File: config.mk
export PLATFORM = sky130hd
export DESIGN_NAME = jbl2d_decoder
export DESIGN_NICKNAME = d
export VERILOG_FILES = /design/src/pkg/jbl2d_pkg.sv /design/src/verilog/jbl2d_decoder.sv
export SDC_FILE = /design/constraint.sdc
export NUM_CORES = 1
export LEC_CHECK = 0
export BUFFER_PORTS_ARGS = -buffer_cell sky130_fd_sc_hd__buf_2
export CORE_MARGIN = 2
export CORE_UTILIZATION = 47
export DETAILED_ROUTE_END_ITERATION = 10
export MAX_ROUTING_LAYER = met4
export PLACE_DENSITY_LB_ADDON = 0.08
export SYNTH_ARGS = -nofsm -noshare
export SYNTH_HDL_FRONTEND = slang
export SYNTH_SLANG_ARGS = --single-unit
File: constraint.sdc
create_clock -name MCLK -period 2.78 [get_ports MCLK]
set_clock_uncertainty 0.2 [all_clocks]
set_input_delay 0.278 -clock MCLK [delete_from_list [all_inputs] [get_ports MCLK]]
set_output_delay 0.278 -clock MCLK [all_outputs]
set_load 0.01 [all_outputs]
File: src/pkg/jbl2d_pkg.sv
package jbl2d_pkg;

	// =========================================================
	// Instruction opcodes
	localparam logic [7:0] OP_EXTEST        = 8'h00;
	localparam logic [7:0] OP_SAMPLE        = 8'h81;
	localparam logic [7:0] OP_BYPASS        = 8'hFF;
	localparam logic [7:0] OP_IDCODE        = 8'hAA;
	localparam logic [7:0] OP_UNPARK        = 8'hE7;
	localparam logic [7:0] OP_PARK_RESET    = 8'hC5;
	localparam logic [7:0] OP_PARK_IDLE     = 8'h84;
	localparam logic [7:0] OP_PARK_PAUSE    = 8'hC6;
	localparam logic [7:0] OP_RETURN_WAIT   = 8'hC3;
	localparam logic [7:0] OP_SOFT_RESET    = 8'h88;
	localparam logic [7:0] OP_CFG0          = 8'h8E;
	localparam logic [7:0] OP_CFG1          = 8'h82;
	localparam logic [7:0] OP_CFG2          = 8'h83;
	localparam logic [7:0] OP_CFG3          = 8'h85;
	localparam logic [7:0] OP_GROUP         = 8'h03;
	localparam logic [7:0] OP_SIG_SEL       = 8'hC9;
	localparam logic [7:0] OP_SIG_START     = 8'h0C;
	localparam logic [7:0] OP_SIG_STOP      = 8'h8D;
	localparam logic [7:0] OP_CNT_SEL       = 8'hCE;
	localparam logic [7:0] OP_CNT_START     = 8'h0F;
	localparam logic [7:0] OP_CNT_STOP      = 8'h90;
	localparam logic [7:0] OP_DEF_BYPASS    = 8'h07;
	localparam logic [4:0] OP_PASS_PREFIX   = 5'h14;   // A0..A7
	localparam logic [4:0] OP_DIO_PREFIX    = 5'h16;   // B0..B7
	localparam logic [4:0] OP_SIO_PREFIX    = 5'h17;   // B8..BF

	// =========================================================
	// Reset values and widths
	localparam int          IR_WIDTH        = 8;
	localparam logic [7:0]  IR_RESET        = 8'hAA;
	localparam int          NUM_PORTS       = 3;
	localparam int          SYNC_STAGES     = 3;

	// =========================================================
	// Types
	typedef enum logic [3:0] {
		JBL2D_DR_BYPASS, JBL2D_DR_BOUNDARY, JBL2D_DR_IDCODE, JBL2D_DR_CFG,
		JBL2D_DR_GROUP, JBL2D_DR_SIGNATURE, JBL2D_DR_COUNTER,
		JBL2D_DR_PASS, JBL2D_DR_DIO, JBL2D_DR_SIO, JBL2D_DR_PORTS
	} jbl2d_dr_type;

	typedef enum logic [1:0] {
		JBL2D_SEL_WAIT, JBL2D_SEL_DIRECT, JBL2D_SEL_GROUP, JBL2D_SEL_NONE
	} jbl2d_sel_type;

	typedef enum logic [1:0] {
		JBL2D_PARK_RESET, JBL2D_PARK_IDLE, JBL2D_PARK_PAUSE
	} jbl2d_park_type;

	// Selection input from the address matcher
	typedef struct packed {
		logic          match;       // Pulse: address update resolved
		logic          multi;       // Match came via broadcast or group address
		logic          miss;        // Pulse: address update did not match
	} jbl2d_addr_type;

	// Decoded data register choice
	typedef struct packed {
		jbl2d_dr_type  reg_kind;
		logic [2:0]    reg_index;
	} jbl2d_chain_type;

	// One-cycle command strobes
	typedef struct packed {
		logic          unpark;
		logic          park_valid;
		jbl2d_park_type park_kind;
		logic          soft_reset;
		logic          sig_start;
		logic          sig_stop;
		logic          cnt_start;
		logic          cnt_stop;
	} jbl2d_cmd_type;

endpackage

File: src/verilog/jbl2d_decoder.sv
`timescale 1ns/1ns
// Summary of operation
// - Accept instructions only after address selection
// - Float data out under group selection
// - Local ports stay parked until unparked
// - Before selection chain holds only IR/ID
// - E7 inserts configured local ports
// - Select instructions route chosen register
// - FF bypass, 00/81 boundary, AA ID
// - 8E,82,83,85 configs; 03 group register
// - Control and undefined opcodes select ID
// - C5,84,C6 park; C3 wait; 88 reset
// - C9 signature; 0C start, 8D stop
// - CE counter; 0F start, 90 stop
// - C3 works unselected; others need selection
// - 07 makes bypass the default register
module jbl2d_decoder #(
	parameter bit EXTENDED = 1'b1
) (
	input  wire logic                     MCLK,
	input  wire logic                     NRST,
	input  wire logic                     TCK,
	input  wire logic                     TEST_RESET,
	input  wire logic                     CAPTURE_IR,
	input  wire logic                     SHIFT_IR,
	input  wire logic                     UPDATE_IR,
	input  wire logic                     SHIFT_DR,
	input  wire logic                     BACKPLANE_DATA_IN,
	input  wire logic                     CHAIN_DATA_OUT,
	input  wire jbl2d_pkg::jbl2d_addr_type ADDR,
	output logic                          BACKPLANE_DATA_OUT,
	output logic                          BACKPLANE_DATA_OUT_OE_N,
	output jbl2d_pkg::jbl2d_chain_type     CHAIN,
	output jbl2d_pkg::jbl2d_cmd_type       CMD,
	output logic                          SELECTED,
	output logic                          PORTS_IN_CHAIN,
	output logic [7:0]                    IR_VALUE
);
	import jbl2d_pkg::*;

	// =========================================================
	// Elaboration checks
	// The slices below assume an eight-bit opcode and a three-stage synchroniser
	if (IR_WIDTH != 8 || SYNC_STAGES != 3) begin : g_bad_size
		$error("instruction width must be 8 and sync depth 3");
	end

	// =========================================================
	// Pin synchronisers; stage 0 feeds only stage 1
	logic [SYNC_STAGES-1:0] tck_sync_reg;
	logic [SYNC_STAGES-1:0] tdi_sync_reg;
	logic                   tck_level_reg;
	logic                   tdi_level_reg;
	logic                   tck_rise;
	logic                   tck_fall;

	// Three stages; a change counts when the last two agree
	always_ff @(posedge MCLK) begin
		if (!NRST) begin
			tck_sync_reg <= '0;
			tdi_sync_reg <= '0;
		end else begin
			tck_sync_reg <= {tck_sync_reg[SYNC_STAGES-2:0], TCK};
			tdi_sync_reg <= {tdi_sync_reg[SYNC_STAGES-2:0], BACKPLANE_DATA_IN};
		end
	end

	// Filtered levels, updated only when stages 1 and 2 agree
	always_ff @(posedge MCLK) begin
		if (!NRST) begin
			tck_level_reg <= 1'b0;
			tdi_level_reg <= 1'b0;
		end else begin
			if (tck_sync_reg[1] == tck_sync_reg[2]) begin
				tck_level_reg <= tck_sync_reg[2];
			end
			if (tdi_sync_reg[1] == tdi_sync_reg[2]) begin
				tdi_level_reg <= tdi_sync_reg[2];
			end
		end
	end

	assign tck_rise = (tck_sync_reg[1] == tck_sync_reg[2]) && tck_sync_reg[2] && !tck_level_reg;
	assign tck_fall = (tck_sync_reg[1] == tck_sync_reg[2]) && !tck_sync_reg[2] && tck_level_reg;

	// =========================================================
	// Instruction shift and update registers
	logic [7:0]     shift_reg;
	logic [7:0]     ir_reg;
	logic [7:0]     ir_next;
	logic           update_pulse;
	jbl2d_sel_type  sel_reg;
	logic           def_bypass_reg;
	logic           ports_reg;
	logic           tdo_reg;
	logic           oe_n_reg;

	assign update_pulse = tck_rise && UPDATE_IR;

	// Opcode enters LSB first: new bit goes in at the top
	always_ff @(posedge MCLK) begin
		if (!NRST) begin
			shift_reg <= IR_RESET;
		end else if (tck_rise && CAPTURE_IR) begin
			shift_reg <= 8'h01; // Fixed capture pattern
		end else if (tck_rise && SHIFT_IR) begin
			shift_reg <= {tdi_level_reg, shift_reg[7:1]};
		end
	end

	// Instructions land only in a selected device; unselected, return-to-wait loads the reset opcode
	always_comb begin
		ir_next = ir_reg;
		if (TEST_RESET) begin
			ir_next = IR_RESET;
		end else if (update_pulse) begin
			if (sel_reg == JBL2D_SEL_DIRECT || sel_reg == JBL2D_SEL_GROUP) begin
				ir_next = shift_reg;
			end else if (shift_reg == OP_RETURN_WAIT) begin
				ir_next = IR_RESET;
			end
		end
	end

	always_ff @(posedge MCLK) begin
		if (!NRST) begin
			ir_reg <= IR_RESET;
		end else begin
			ir_reg <= ir_next;
		end
	end

	// =========================================================
	// Selection state, driven by the address matcher
	always_ff @(posedge MCLK) begin
		if (!NRST) begin
			sel_reg <= JBL2D_SEL_WAIT;
		end else if (TEST_RESET) begin
			sel_reg <= JBL2D_SEL_WAIT;
		end else if (update_pulse && shift_reg == OP_RETURN_WAIT) begin
			sel_reg <= JBL2D_SEL_WAIT;
		end else begin
			case (sel_reg)
				JBL2D_SEL_WAIT: begin
					if (ADDR.match) begin
						sel_reg <= ADDR.multi ? JBL2D_SEL_GROUP : JBL2D_SEL_DIRECT;
					end else if (ADDR.miss) begin
						sel_reg <= JBL2D_SEL_NONE;
					end
				end
				default: begin
				end
			endcase
		end
	end

	// Default register choice; persists until test reset
	always_ff @(posedge MCLK) begin
		if (!NRST) begin
			def_bypass_reg <= 1'b0;
		end else if (TEST_RESET) begin
			def_bypass_reg <= 1'b0;
		end else if (EXTENDED && update_pulse && ir_next == OP_DEF_BYPASS
				&& sel_reg != JBL2D_SEL_WAIT && sel_reg != JBL2D_SEL_NONE) begin
			def_bypass_reg <= 1'b1;
		end
	end

	// Ports join the chain only by unpark; parks and deselection drop them
	always_ff @(posedge MCLK) begin
		if (!NRST) begin
			ports_reg <= 1'b0;
		end else if (TEST_RESET || sel_reg == JBL2D_SEL_WAIT || sel_reg == JBL2D_SEL_NONE) begin
			ports_reg <= 1'b0;
		end else if (update_pulse) begin
			case (ir_next)
				OP_UNPARK:                    ports_reg <= 1'b1;
				OP_PARK_RESET, OP_PARK_IDLE,
				OP_PARK_PAUSE, OP_SOFT_RESET,
				OP_RETURN_WAIT:               ports_reg <= 1'b0;
				default:                      ports_reg <= ports_reg;
			endcase
		end
	end

	// =========================================================
	// Data register decode
	jbl2d_chain_type chain_next;

	always_comb begin
		// Index only means something for numbered register banks; zero elsewhere
		chain_next.reg_index = 3'h0;
		chain_next.reg_kind  = def_bypass_reg ? JBL2D_DR_BYPASS : JBL2D_DR_IDCODE;
		case (ir_reg)
			OP_BYPASS:            chain_next.reg_kind = JBL2D_DR_BYPASS;
			OP_EXTEST, OP_SAMPLE: chain_next.reg_kind = JBL2D_DR_BOUNDARY;
			OP_IDCODE:            chain_next.reg_kind = JBL2D_DR_IDCODE;
			OP_CFG0: begin
				chain_next.reg_kind  = JBL2D_DR_CFG;
				chain_next.reg_index = 3'h0;
			end
			OP_CFG1: begin
				chain_next.reg_kind  = JBL2D_DR_CFG;
				chain_next.reg_index = 3'h1;
			end
			OP_CFG2: begin
				chain_next.reg_kind  = JBL2D_DR_CFG;
				chain_next.reg_index = 3'h2;
			end
			OP_CFG3: begin
				chain_next.reg_kind  = JBL2D_DR_CFG;
				chain_next.reg_index = 3'h3;
			end
			OP_GROUP:             chain_next.reg_kind = JBL2D_DR_GROUP;
			OP_SIG_SEL:           chain_next.reg_kind = JBL2D_DR_SIGNATURE;
			OP_CNT_SEL:           chain_next.reg_kind = JBL2D_DR_COUNTER;
			default: begin
				if (ir_reg[7:3] == OP_PASS_PREFIX) begin
					chain_next.reg_kind  = JBL2D_DR_PASS;
					chain_next.reg_index = ir_reg[2:0];
				end else if (ir_reg[7:3] == OP_DIO_PREFIX) begin
					chain_next.reg_kind  = JBL2D_DR_DIO;
					chain_next.reg_index = ir_reg[2:0];
				end else if (ir_reg[7:3] == OP_SIO_PREFIX) begin
					chain_next.reg_kind  = JBL2D_DR_SIO;
					chain_next.reg_index = ir_reg[2:0];
				end
			end
		endcase
		// With E7 in the IR, unparked ports replace the chosen register during data scans
		if (ir_reg == OP_UNPARK && ports_reg) begin
			chain_next.reg_kind = JBL2D_DR_PORTS;
		end
	end

	// Registered so data outputs never glitch mid-scan
	always_ff @(posedge MCLK) begin
		if (!NRST) begin
			CHAIN <= '{reg_kind: JBL2D_DR_IDCODE, reg_index: 3'h0};
		end else begin
			CHAIN <= chain_next;
		end
	end

	// =========================================================
	// One-cycle command strobes on an accepted update
	always_ff @(posedge MCLK) begin
		if (!NRST) begin
			CMD <= '0;
		end else begin
			CMD <= '0;
			if (update_pulse && ir_next == shift_reg && sel_reg != JBL2D_SEL_WAIT
					&& sel_reg != JBL2D_SEL_NONE) begin
				CMD.unpark     <= (shift_reg == OP_UNPARK);
				CMD.soft_reset <= (shift_reg == OP_SOFT_RESET);
				CMD.sig_start  <= (shift_reg == OP_SIG_START);
				CMD.sig_stop   <= (shift_reg == OP_SIG_STOP);
				CMD.cnt_start  <= (shift_reg == OP_CNT_START);
				CMD.cnt_stop   <= (shift_reg == OP_CNT_STOP);
				case (shift_reg)
					OP_PARK_RESET, OP_RETURN_WAIT: begin
						CMD.park_valid <= 1'b1;
						CMD.park_kind  <= JBL2D_PARK_RESET;
					end
					OP_PARK_IDLE: begin
						CMD.park_valid <= 1'b1;
						CMD.park_kind  <= JBL2D_PARK_IDLE;
					end
					OP_PARK_PAUSE: begin
						CMD.park_valid <= 1'b1;
						CMD.park_kind  <= JBL2D_PARK_PAUSE;
					end
					default: begin
					end
				endcase
			end
		end
	end

	// =========================================================
	// Backplane data out: changes on the falling test clock
	always_ff @(posedge MCLK) begin
		if (!NRST) begin
			tdo_reg  <= 1'b0;
			oe_n_reg <= 1'b1;
		end else if (tck_fall) begin
			tdo_reg  <= SHIFT_IR ? shift_reg[0] : CHAIN_DATA_OUT;
			// Group-selected boards all listen; none may drive
			oe_n_reg <= !((SHIFT_IR || SHIFT_DR) && sel_reg == JBL2D_SEL_DIRECT);
		end
	end

	assign BACKPLANE_DATA_OUT      = tdo_reg;
	assign BACKPLANE_DATA_OUT_OE_N = oe_n_reg;
	assign SELECTED                = (sel_reg == JBL2D_SEL_DIRECT) || (sel_reg == JBL2D_SEL_GROUP);
	assign PORTS_IN_CHAIN          = ports_reg;
	assign IR_VALUE                = ir_reg;

endmodule

==> results.cfg, run 1 <==
[status]
status = complete, no violations

[route]
via_per_inst = 5.78
ant_nets = 0
vias = 2386
wl_um = 6330
wl_per_cell_um = 15.3
drt_iter0_markers = 209
firstDrtPassIters = 5
drc = 0

[die]
initial_core_util = 0.487
dieArea_mm2 = 0.00589
core_mm2 = 0.00511
die_height_um = 76.8
die_w_um = 76.8
rows = 26
io_pins = 41

[timing]
slew_headroom = 0.543
rsz0062_at_grt = no
slew_viol_final = 0
fin_crit_ns = 2.61
finalSetupTns_ns = 0
finalCritPeriodShare = 0.941
setup_viol = 0
hold_violations = 0
clock.fmax_mhz = 382
worst_slew_pin_slew_ns = 0.680

[global_routing]
grt_pass1_wl_um = 10100
gr-total-overflow = 0
grt_pass1_vias = 2085
busiest_layer = met2
grt_util_met2 = 0.327
track_usage = 0.217
antenna_found_initial = 0
grtUsageMet1 = 0.289
grt_max_degree = 17
use_met3 = 0.0459

[yosys]
synth_edf_count = 0
syn-cell-area_mm2 = 0.00249
synth_top_area_frac = 0.370
synth_commonest_cells = dfxtp_1 (46), nor2_1 (32), nand2_1 (22)
netlist.top_cell.by_area = dfxtp_1
synth.most_common_cell = dfxtp_1
synthesis.nets = 314
async_reset_ff_frac = 0
ys_types = 65
avgSynthCellArea_um2 = 8.40
synth-seq-cells = 46
synth_flop_cell = dfxtp_1
ys_warn_count = 0
synth_area_leaders = dfxtp_1 (37%), nor2_1 (4.8%), nand2_1 (3.3%)
ys_seq_area_frac = 0.370
netlist_instances = 296

[layout]
largest_reg_flops = 9
final_core_utilization = 0.586
n_antenna_cell = 0
area_delta_synth_final_pct = 20.4
drive_gt1_frac = 0.274
nNetsFinal = 360
instances_no_fill = 413
postLayoutCellArea_mm2 = 0.00299

[placed_design]
hpwl_um = 4500
gp_congestion = 0.900
dp.cells = 399
io_buffers = 40
placed_cell_area_mm2 = 0.00279

[power]
switching_share = 0.244
p_switching_w = 0.000282
power.share.clock = 0.355
p_int_w = 0.000873
p_per_area_mw_per_mm2 = 386
p_seq_frac = 0.580
power_leakage_nw = 1.15
ir_worst_vdd_mv = 0.219
combinationalPowerShare = 0.065

[worst_setup_path]
crit_fanout = 13
reg2reg_slack_ns = 0.17
worstSetupPathType = flip-flop to flip-flop
critPathLaunchType = flip-flop
cp-end-kind = flip-flop
cp.required_ns = 2.80
crit_arrival_ns = 2.63

[hold_path]
hold_path_class = input pin to flip-flop

[clocking]
cts-root-buf = clkbuf_8
cts_buffers = 5
cts.path.max_buffers = 2
cts_sinks = 46
clkTransAtPathRegs_ns = 0.09
cts_tree = done
clk_latency_ns = 0.30
htreeDepth = 2

[job]
drv_cap = 0
-- worst paths after layout --
kind                        start              end  cells after the start
hold / removal               NRST      IR_VALUE[5]                      2
setup reg to reg       sel_reg[1]           CMD[1]                     10
setup / recovery       sel_reg[1]           CMD[1]                     10
hold reg to reg   tdi_sync_reg[0]  tdi_sync_reg[1]                      1
-- per-stage QoR --
step | setup slack [ns] | total power [W] | hold WS (ns)
2_1_floorplan | 0.161 | 0.000726 | 0.185
3_3_place_gp | 0.110 | 0.000752 | 0.213
3_5_place_dp | 0.0275 | 0.000752 | 0.221
4_1_cts | 0.00467 | 0.00116 | 0.0635
5_1_grt | 0.0375 | 0.00120 | 0.0714
6_report | 0.165 | 0.00115 | 0.0680
-- cells by family (layout without fill, tap and decap cells) --
group | Yosys count | count (layout) | share of synthesized area
xor gates and xnor gates | 6 | 6 | 0.0211
AOI/OAI and AO/OA | 76 | 76 | 0.217
adders and majority gates | 5 | 5 | 0.0252
DFF | 46 | 46 | 0.370
muxes | 3 | 3 | 0.0121
buffers and inverters | 36 | 82 | 0.0664
and+or+nand+nor | 124 | 125 | 0.288
-- placed cells by master, fill, tap and decap left out, types with 8 or more instances in the layout --
cell type	n
o21ai_0	13
buf_2	40
inv_1	10
nand2_1	22
a21oi_1	16
nor2_1	31
nand3_1	8
buf_4	18
dfxtp_1	44
-- what timing repair did --
item | in CTS | in global routing
pin swaps | 0 | 4
cloned | 0 | 1
endpoints found under the setup margin | 1 | 10
resized for setup | 1 | 13
hold buffers | 4 | 0
buffers inserted | 0 | 1
hold endpoints to repair | 3 | 0
-- worst max-delay path, cell delays in order, from the launching register on --
cell,delay (ns)
dfxtp_2,0.36
inv_1,0.06
ha_1,0.30
buf_6,0.15
nand4b_1,0.19
o22a_1,0.22
a21o_1,0.24
xor2_1,0.17
nor2_2,0.20
nand4_2,0.19
nor4_2,0.26
-- layout make-up --
type	count	area, µm²
fill	496	2110
multi-input combinational	215	1470
sequential	46	923
timing repair buffer	63	387
tap	70	87.6
clock buffer	5	68.8
inverter	11	41.3
clock inverter	3	21.3
-- power groups by stage --
stage / clock [W] / combinational, W / sequential, W
3_5_place_dp: 0 / 0.0000674 / 0.000685
5_1_grt: 0.000448 / 0.0000833 / 0.000671
4_1_cts: 0.000421 / 0.0000725 / 0.000669
6_report: 0.000410 / 0.0000752 / 0.000670
3_3_place_gp: 0 / 0.0000676 / 0.000685
2_1_floorplan: 0 / 0.0000429 / 0.000683
-- routing by layer --
metal  vias up  part of all wire
met5         -                 0
met4         0             0.016
met3        12             0.064
met2        99              0.45
met1      1099              0.47
li1       1176                 -
Power figures use the tool's default switching activity.
==> inputs of run 2 (changes only) <==
--- a/config.mk
+++ b/config.mk
@@ -5,11 +5,11 @@
 export SDC_FILE = /design/constraint.sdc
 export NUM_CORES = 1
 export LEC_CHECK = 0
+export ABC_AREA = 1
 export BUFFER_PORTS_ARGS = -buffer_cell sky130_fd_sc_hd__buf_2
 export CORE_MARGIN = 2
 export CORE_UTILIZATION = 47
 export DETAILED_ROUTE_END_ITERATION = 10
-export MAX_ROUTING_LAYER = met4
 export PLACE_DENSITY_LB_ADDON = 0.08
 export SYNTH_ARGS = -nofsm -noshare
 export SYNTH_HDL_FRONTEND = slang
==> constraint.sdc (replaced) <==
create_clock -name MCLK -period 2.7 [get_ports MCLK]
set_clock_uncertainty 0.2 [all_clocks]
set_input_delay 0.27 -clock MCLK [delete_from_list [all_inputs] [get_ports MCLK]]
set_output_delay 0.27 -clock MCLK [all_outputs]
set_load 0.01 [all_outputs]
==> results.cfg, run 2 <==
[global_routing]
grt_pass1_wl_um = 9670
gr-total-overflow = 0
grt_max_degree = 22
track_usage = 0.202
grt_pass1_vias = 2114
antenna_found_initial = 0

[timing]
worst_slew_pin_slew_ns = 0.499
clock.fmax_mhz = 445
finalSetupTns_ns = 0
fin_crit_ns = 2.25
setup_viol = 0
slew_headroom = 0.665
hold_violations = 0
setup_slack_ns = 0.453
whs_ns = 0.0537
finalCritPeriodShare = 0.832
slew_viol_final = 0
rsz0062_at_grt = no

[layout]
layout_common_cells = nand2_1 (83), inv_1 (57), dfxtp_1 (46)
fill_cells = 532
nNetsFinal = 434
layout_commonest_cell = nand2_1
drive_gt1_frac = 0.209
largest_reg_flops = 9
area_delta_synth_final_pct = 15.8
n_antenna_cell = 0

[clocking]
cts.path.max_buffers = 2
cts_tree = done
ctsResizeCount = 0
clkTransAtPathRegs_ns = 0.09
clk_latency_ns = 0.31
post_cts_buffers = 0
cts_buffers = 5
htreeDepth = 2
cts_sinks = 46
cts-root-buf = clkbuf_8

[yosys]
synth_edf_count = 0
synth_area_leaders = dfxtp_1 (36%), nand2_1 (12%), inv_1 (8.4%)
synth_commonest_cells = nand2_1 (83), inv_1 (57), dfxtp_1 (46)
avgSynthCellArea_um2 = 6.86
syn-cell-area_mm2 = 0.00254
synth.most_common_cell = nand2_1
ys_types = 35
ys_seq_area_frac = 0.363
synth_top_area_frac = 0.363
netlist.top_cell.by_area = dfxtp_1
ys_warn_count = 0
netlist_instances = 370
synth_flop_cell = dfxtp_1
async_reset_ff_frac = 0
synthesis.nets = 388
synth-seq-cells = 46

[worst_setup_path]
critPathLaunchType = flip-flop
crit_arrival_ns = 2.28
cp.required_ns = 2.73
slowest_stage = dfxtp_1
crit_top_cell = nand2_1
crit_fanout = 9
worstSetupPathType = flip-flop to flip-flop
cp-end-kind = flip-flop
critPathMaxStageDelay_ns = 0.35
crit_chain = ha_1 -> nand3_1 -> inv_2 -> nand2_4 -> clkinv_2 -> nand2_1 -> nand2_1 -> nand2_1 -> nand2_1 -> o21ai_0 -> nor2_2 -> nand3_2 -> nor3_2

[route]
vias = 2429
drc = 0
firstDrtPassIters = 4
ant_nets = 0
routed.top_layer = met4
wl_um = 5760
wirelength_met1_um = 2870
drt_iter0_markers = 151
wl_met3_um = 280
wl_per_cell_um = 11.8
via_per_inst = 4.99
route.met2.wl_um = 2510

[placed_design]
hpwl_um = 4510
place_ws_ns = 0.480
io_buffers = 40
gp_congestion = 0.928

[power]
power_leakage_nw = 1.45
totalPowerFinal_w = 0.00126
ir_worst_vdd_mv = 0.262
p_per_area_mw_per_mm2 = 430

[die]
rows = 26
io_pins = 41
initial_core_util = 0.491
die_height_um = 77.5
die_w_um = 77.5
dieArea_mm2 = 0.00601
core_mm2 = 0.00517

[hold_path]
hold_path_class = input pin to flip-flop

[status]
status = complete, no violations

[job]
drv_cap = 0
## run 2: changes by cell type after synthesis, sizes merged, moves of 5 or more
cell / delta
nand2: +71
inv: +53
nand3: +27
clkbuf: -13
nor2: +13
nor3: +11
buf: -8
a22oi: -7
nor4: -7
and2: -6
nor2b: -5
## run 2: cell type report
| cell class | instances | area [µm²] | share of cell area |
|---|---|---|---|
| clock buffer | 7 | 76.3 | 0.0260 |
| clock inverter | 1 | 30.0 | 0.0102 |
| inverter | 65 | 245 | 0.0834 |
| multi-input combinational | 255 | 1350 | 0.460 |
| sequential | 46 | 921 | 0.313 |
| tap | 70 | 87.6 | 0.0298 |
| timing repair buffer | 43 | 228 | 0.0774 |
## run 2: worst paths after layout
path	start	to	slack [ns]	cells after the start
hold reg to reg	tdi_sync_reg[0]	tdi_sync_reg[1]	0.22	2
setup / recovery	tck_sync_reg[1]	CMD[0]	0.45	13
setup reg to reg	tck_sync_reg[1]	CMD[0]	0.45	13
hold / removal	CAPTURE_IR	shift_reg[3]	0.05	2
## run 2: metal layers
layer | track usage | up-vias
li1 | - | 1279
met1 | 0.283 | 1086
met2 | 0.310 | 56
met3 | 0.0326 | 8
met4 | 0.0857 | 0
met5 | 0 | -
## run 2: report_power, final
| part | total (W) | internal, W | switching (W) | leakage, nW |
|---|---|---|---|---|
| logic | 0.0000678 | 0.0000249 | 0.0000429 | 1.02 |
| clock network | 0.000505 | 0.000277 | 0.000228 | 0.0524 |
| registers | 0.000692 | 0.000686 | 0.00000585 | 0.372 |
## run 2: critical path, delay by kind of cell (launching register included)
family / cells / cell delay [ns]
AND/OR/NAND/NOR: 9 / 1.07
flip-flops: 1 / 0.35
buffers and inverters: 2 / 0.26
adder cells (fa/ha/maj): 1 / 0.17
AO/OA/AOI/OAI: 1 / 0.11
## run 2: logic make-up after synthesis
logic type | after synthesis | synth area share
flip-flops | 46 | 0.363
AND/OR/NAND/NOR | 207 | 0.401
adder cells (fa/ha/maj) | 5 | 0.0246
buffers and inverters | 69 | 0.104
XOR/XNOR | 2 | 0.0128
AO/OA/AOI/OAI | 41 | 0.0946
## run 2: stage by stage
step	cells	util	instance area [µm²]
global placement	477	0.544	2810
CTS	487	0.568	2940
global route	487	0.568	2940
detailed placement	477	0.544	2810
floorplan	370	-	2540
finish	487	0.568	2940
## run 2: what timing repair did
item | in CTS | in global routing
hold endpoints to repair | 2 | 0
hold buffers | 2 | 0
setup endpoints to repair | 0 | 0
==> inputs of run 3 (changes only) <==
==> constraint.sdc (replaced) <==
create_clock -name MCLK -period 1.8 [get_ports MCLK]
set_clock_uncertainty 0.2 [all_clocks]
set_input_delay 0.18 -clock MCLK [delete_from_list [all_inputs] [get_ports MCLK]]
set_output_delay 0.18 -clock MCLK [all_outputs]
set_load 0.01 [all_outputs]
==> results.cfg, run 3 (same netlist as run 2, synthesis figures left out) <==
[status]
status = complete, but fails checks
violations = setup timing

[placed_design]
hpwl_um = 5250
io_buffers = 40
place_ws_ns = -0.172
gp_congestion = 0.883

[worst_setup_path]
cp-endpoint = CMD[1]
worstSetupPathType = flip-flop to flip-flop
startpoint = shift_reg[2]
r2r_start = shift_reg[2]
cp.required_ns = 1.85
reg2reg_slack_ns = -0.32
cp-end-kind = flip-flop
critPathLaunchType = flip-flop
r2r_cells = 14
r2r-end = CMD[1]
crit_arrival_ns = 2.17
crit_fanout = 4

[clocking]
htreeDepth = 2
cts_tree = done
clkTransAtPathRegs_ns = 0.09
cts_buffers = 5
cts.path.max_buffers = 2
cts-root-buf = clkbuf_8
clk_latency_ns = 0.31
cts_sinks = 46

[timing]
finalCritPeriodShare = 1.18
rsz0062_at_grt = yes
setup_slack_ns = -0.316
whs_ns = 0.00288
slew_viol_final = 0
clock.fmax_mhz = 473
hold_violations = 0
setup_viol = 12
worst_slew_pin_slew_ns = 0.453
slew_headroom = 0.696
fin_crit_ns = 2.12
finalSetupTns_ns = -2.83

[route]
vias = 3029
drc = 0
via_per_inst = 5.33
wl_per_cell_um = 15.2
wl_um = 8630
drt_iter0_markers = 245
ant_nets = 0
firstDrtPassIters = 5

[power]
p_seq_frac = 0.549
p_int_w = 0.00142
p_switching_w = 0.000469
switching_share = 0.248
ir_worst_vdd_mv = 0.519
p_per_area_mw_per_mm2 = 465
combinationalPowerShare = 0.097
power_leakage_nw = 1.99
power.share.clock = 0.355

[layout]
largest_reg_flops = 9
nNetsFinal = 515
final_core_utilization = 0.786
layout_common_cells = buf_4 (71), nand2_1 (54), inv_1 (46)
n_antenna_cell = 0
fill_cells = 337
drive_gt1_frac = 0.488
layout_commonest_cell = buf_4
area_delta_synth_final_pct = 60.2

[die]
die_w_um = 77.5
die_height_um = 77.5
initial_core_util = 0.491
dieArea_mm2 = 0.00601
core_mm2 = 0.00517
io_pins = 41
rows = 26

[global_routing]
grt_pass1_vias = 2689
track_usage = 0.254
grt_max_degree = 22
gr-total-overflow = 0
antenna_found_initial = 0
grt_pass1_wl_um = 12300

[hold_path]
hold_path_class = input pin to flip-flop

[job]
drv_cap = 0
[run 3: changes by cell type in the layout (fill, tap and decap cells not counted), sizes merged]
cell and delta:
buf +75, clkinv +1, dlygate4sd3 +4, bufinv -1, nand2 +1, nand3 +1
[run 3: worst max-delay path: stages (launching register included)]
cell and delay, ns:
dfxtp_1 0.33, inv_2 0.06, nand2_2 0.08, nor2_4 0.18, buf_4 0.15, nand3_4 0.13, nand3_4 0.11, nand2_4 0.07
nand3_2 0.08, nand2_2 0.07, nor2_2 0.14, nand2_1 0.10, nor2_1 0.11, nand3_1 0.12, nor2_1 0.13
[run 3: metal layers]
| metal | vias up | track usage | routed length [µm] |
|---|---|---|---|
| met3 | 31 | 0.0465 | 580 |
| met1 | 1399 | 0.345 | 3470 |
| met4 | 0 | 0.0786 | 281 |
| li1 | 1446 | - | - |
| met2 | 153 | 0.409 | 4300 |
| met5 | - | 0 | 0 |
[run 3: cell type report]
class	instances	area (µm²)	share of cell area
Sequential cell	46	933	0.230
Clock inverter	1	5.00	0.00123
Timing Repair Buffer	122	858	0.211
Multi-Input combinational cell	257	1830	0.450
Tap cell	70	87.6	0.0215
Inverter	65	267	0.0655
Clock buffer	7	86.3	0.0212
[run 3: power groups by stage]
stage | Clock, W | Sequential [W] | Combinational (W)
2_1_floorplan | 0 | 0.00106 | 0.0000722
3_3_place_gp | 0 | 0.00106 | 0.000139
3_5_place_dp | 0 | 0.00106 | 0.000144
4_1_cts | 0.000664 | 0.00104 | 0.000162
5_1_grt | 0.000713 | 0.00104 | 0.000198
6_report | 0.000671 | 0.00104 | 0.000183
[run 3: worst min path at each step]
stage	start	endpoint	cells past startpoint
2_1_floorplan	TCK	tck_sync_reg[0]	2
3_3_place_gp	BACKPLANE_DATA_IN	tdi_sync_reg[0]	3
3_5_place_dp	TCK	tck_sync_reg[0]	3
4_1_cts	TEST_RESET	sel_reg[0]	4
5_1_grt	TEST_RESET	sel_reg[1]	4
6_report	TEST_RESET	sel_reg[0]	4
[run 3: repair_timing]
item	in CTS	in global routing
endpoints found under the hold margin	7	0
pin swaps	17	50
gates cloned	2	0
setup buffers	6	11
setup endpoints to repair	11	17
hold buffers	6	0
resized for setup	24	71
[run 3: through the flow]
step	area, µm²	instances	power, W
2_1_floorplan	2670	370	0.00114
3_3_place_gp	3390	535	0.00120
3_5_place_dp	3390	535	0.00121
4_1_cts	3700	557	0.00186
5_1_grt	4070	568	0.00195
6_report	4070	568	0.00189
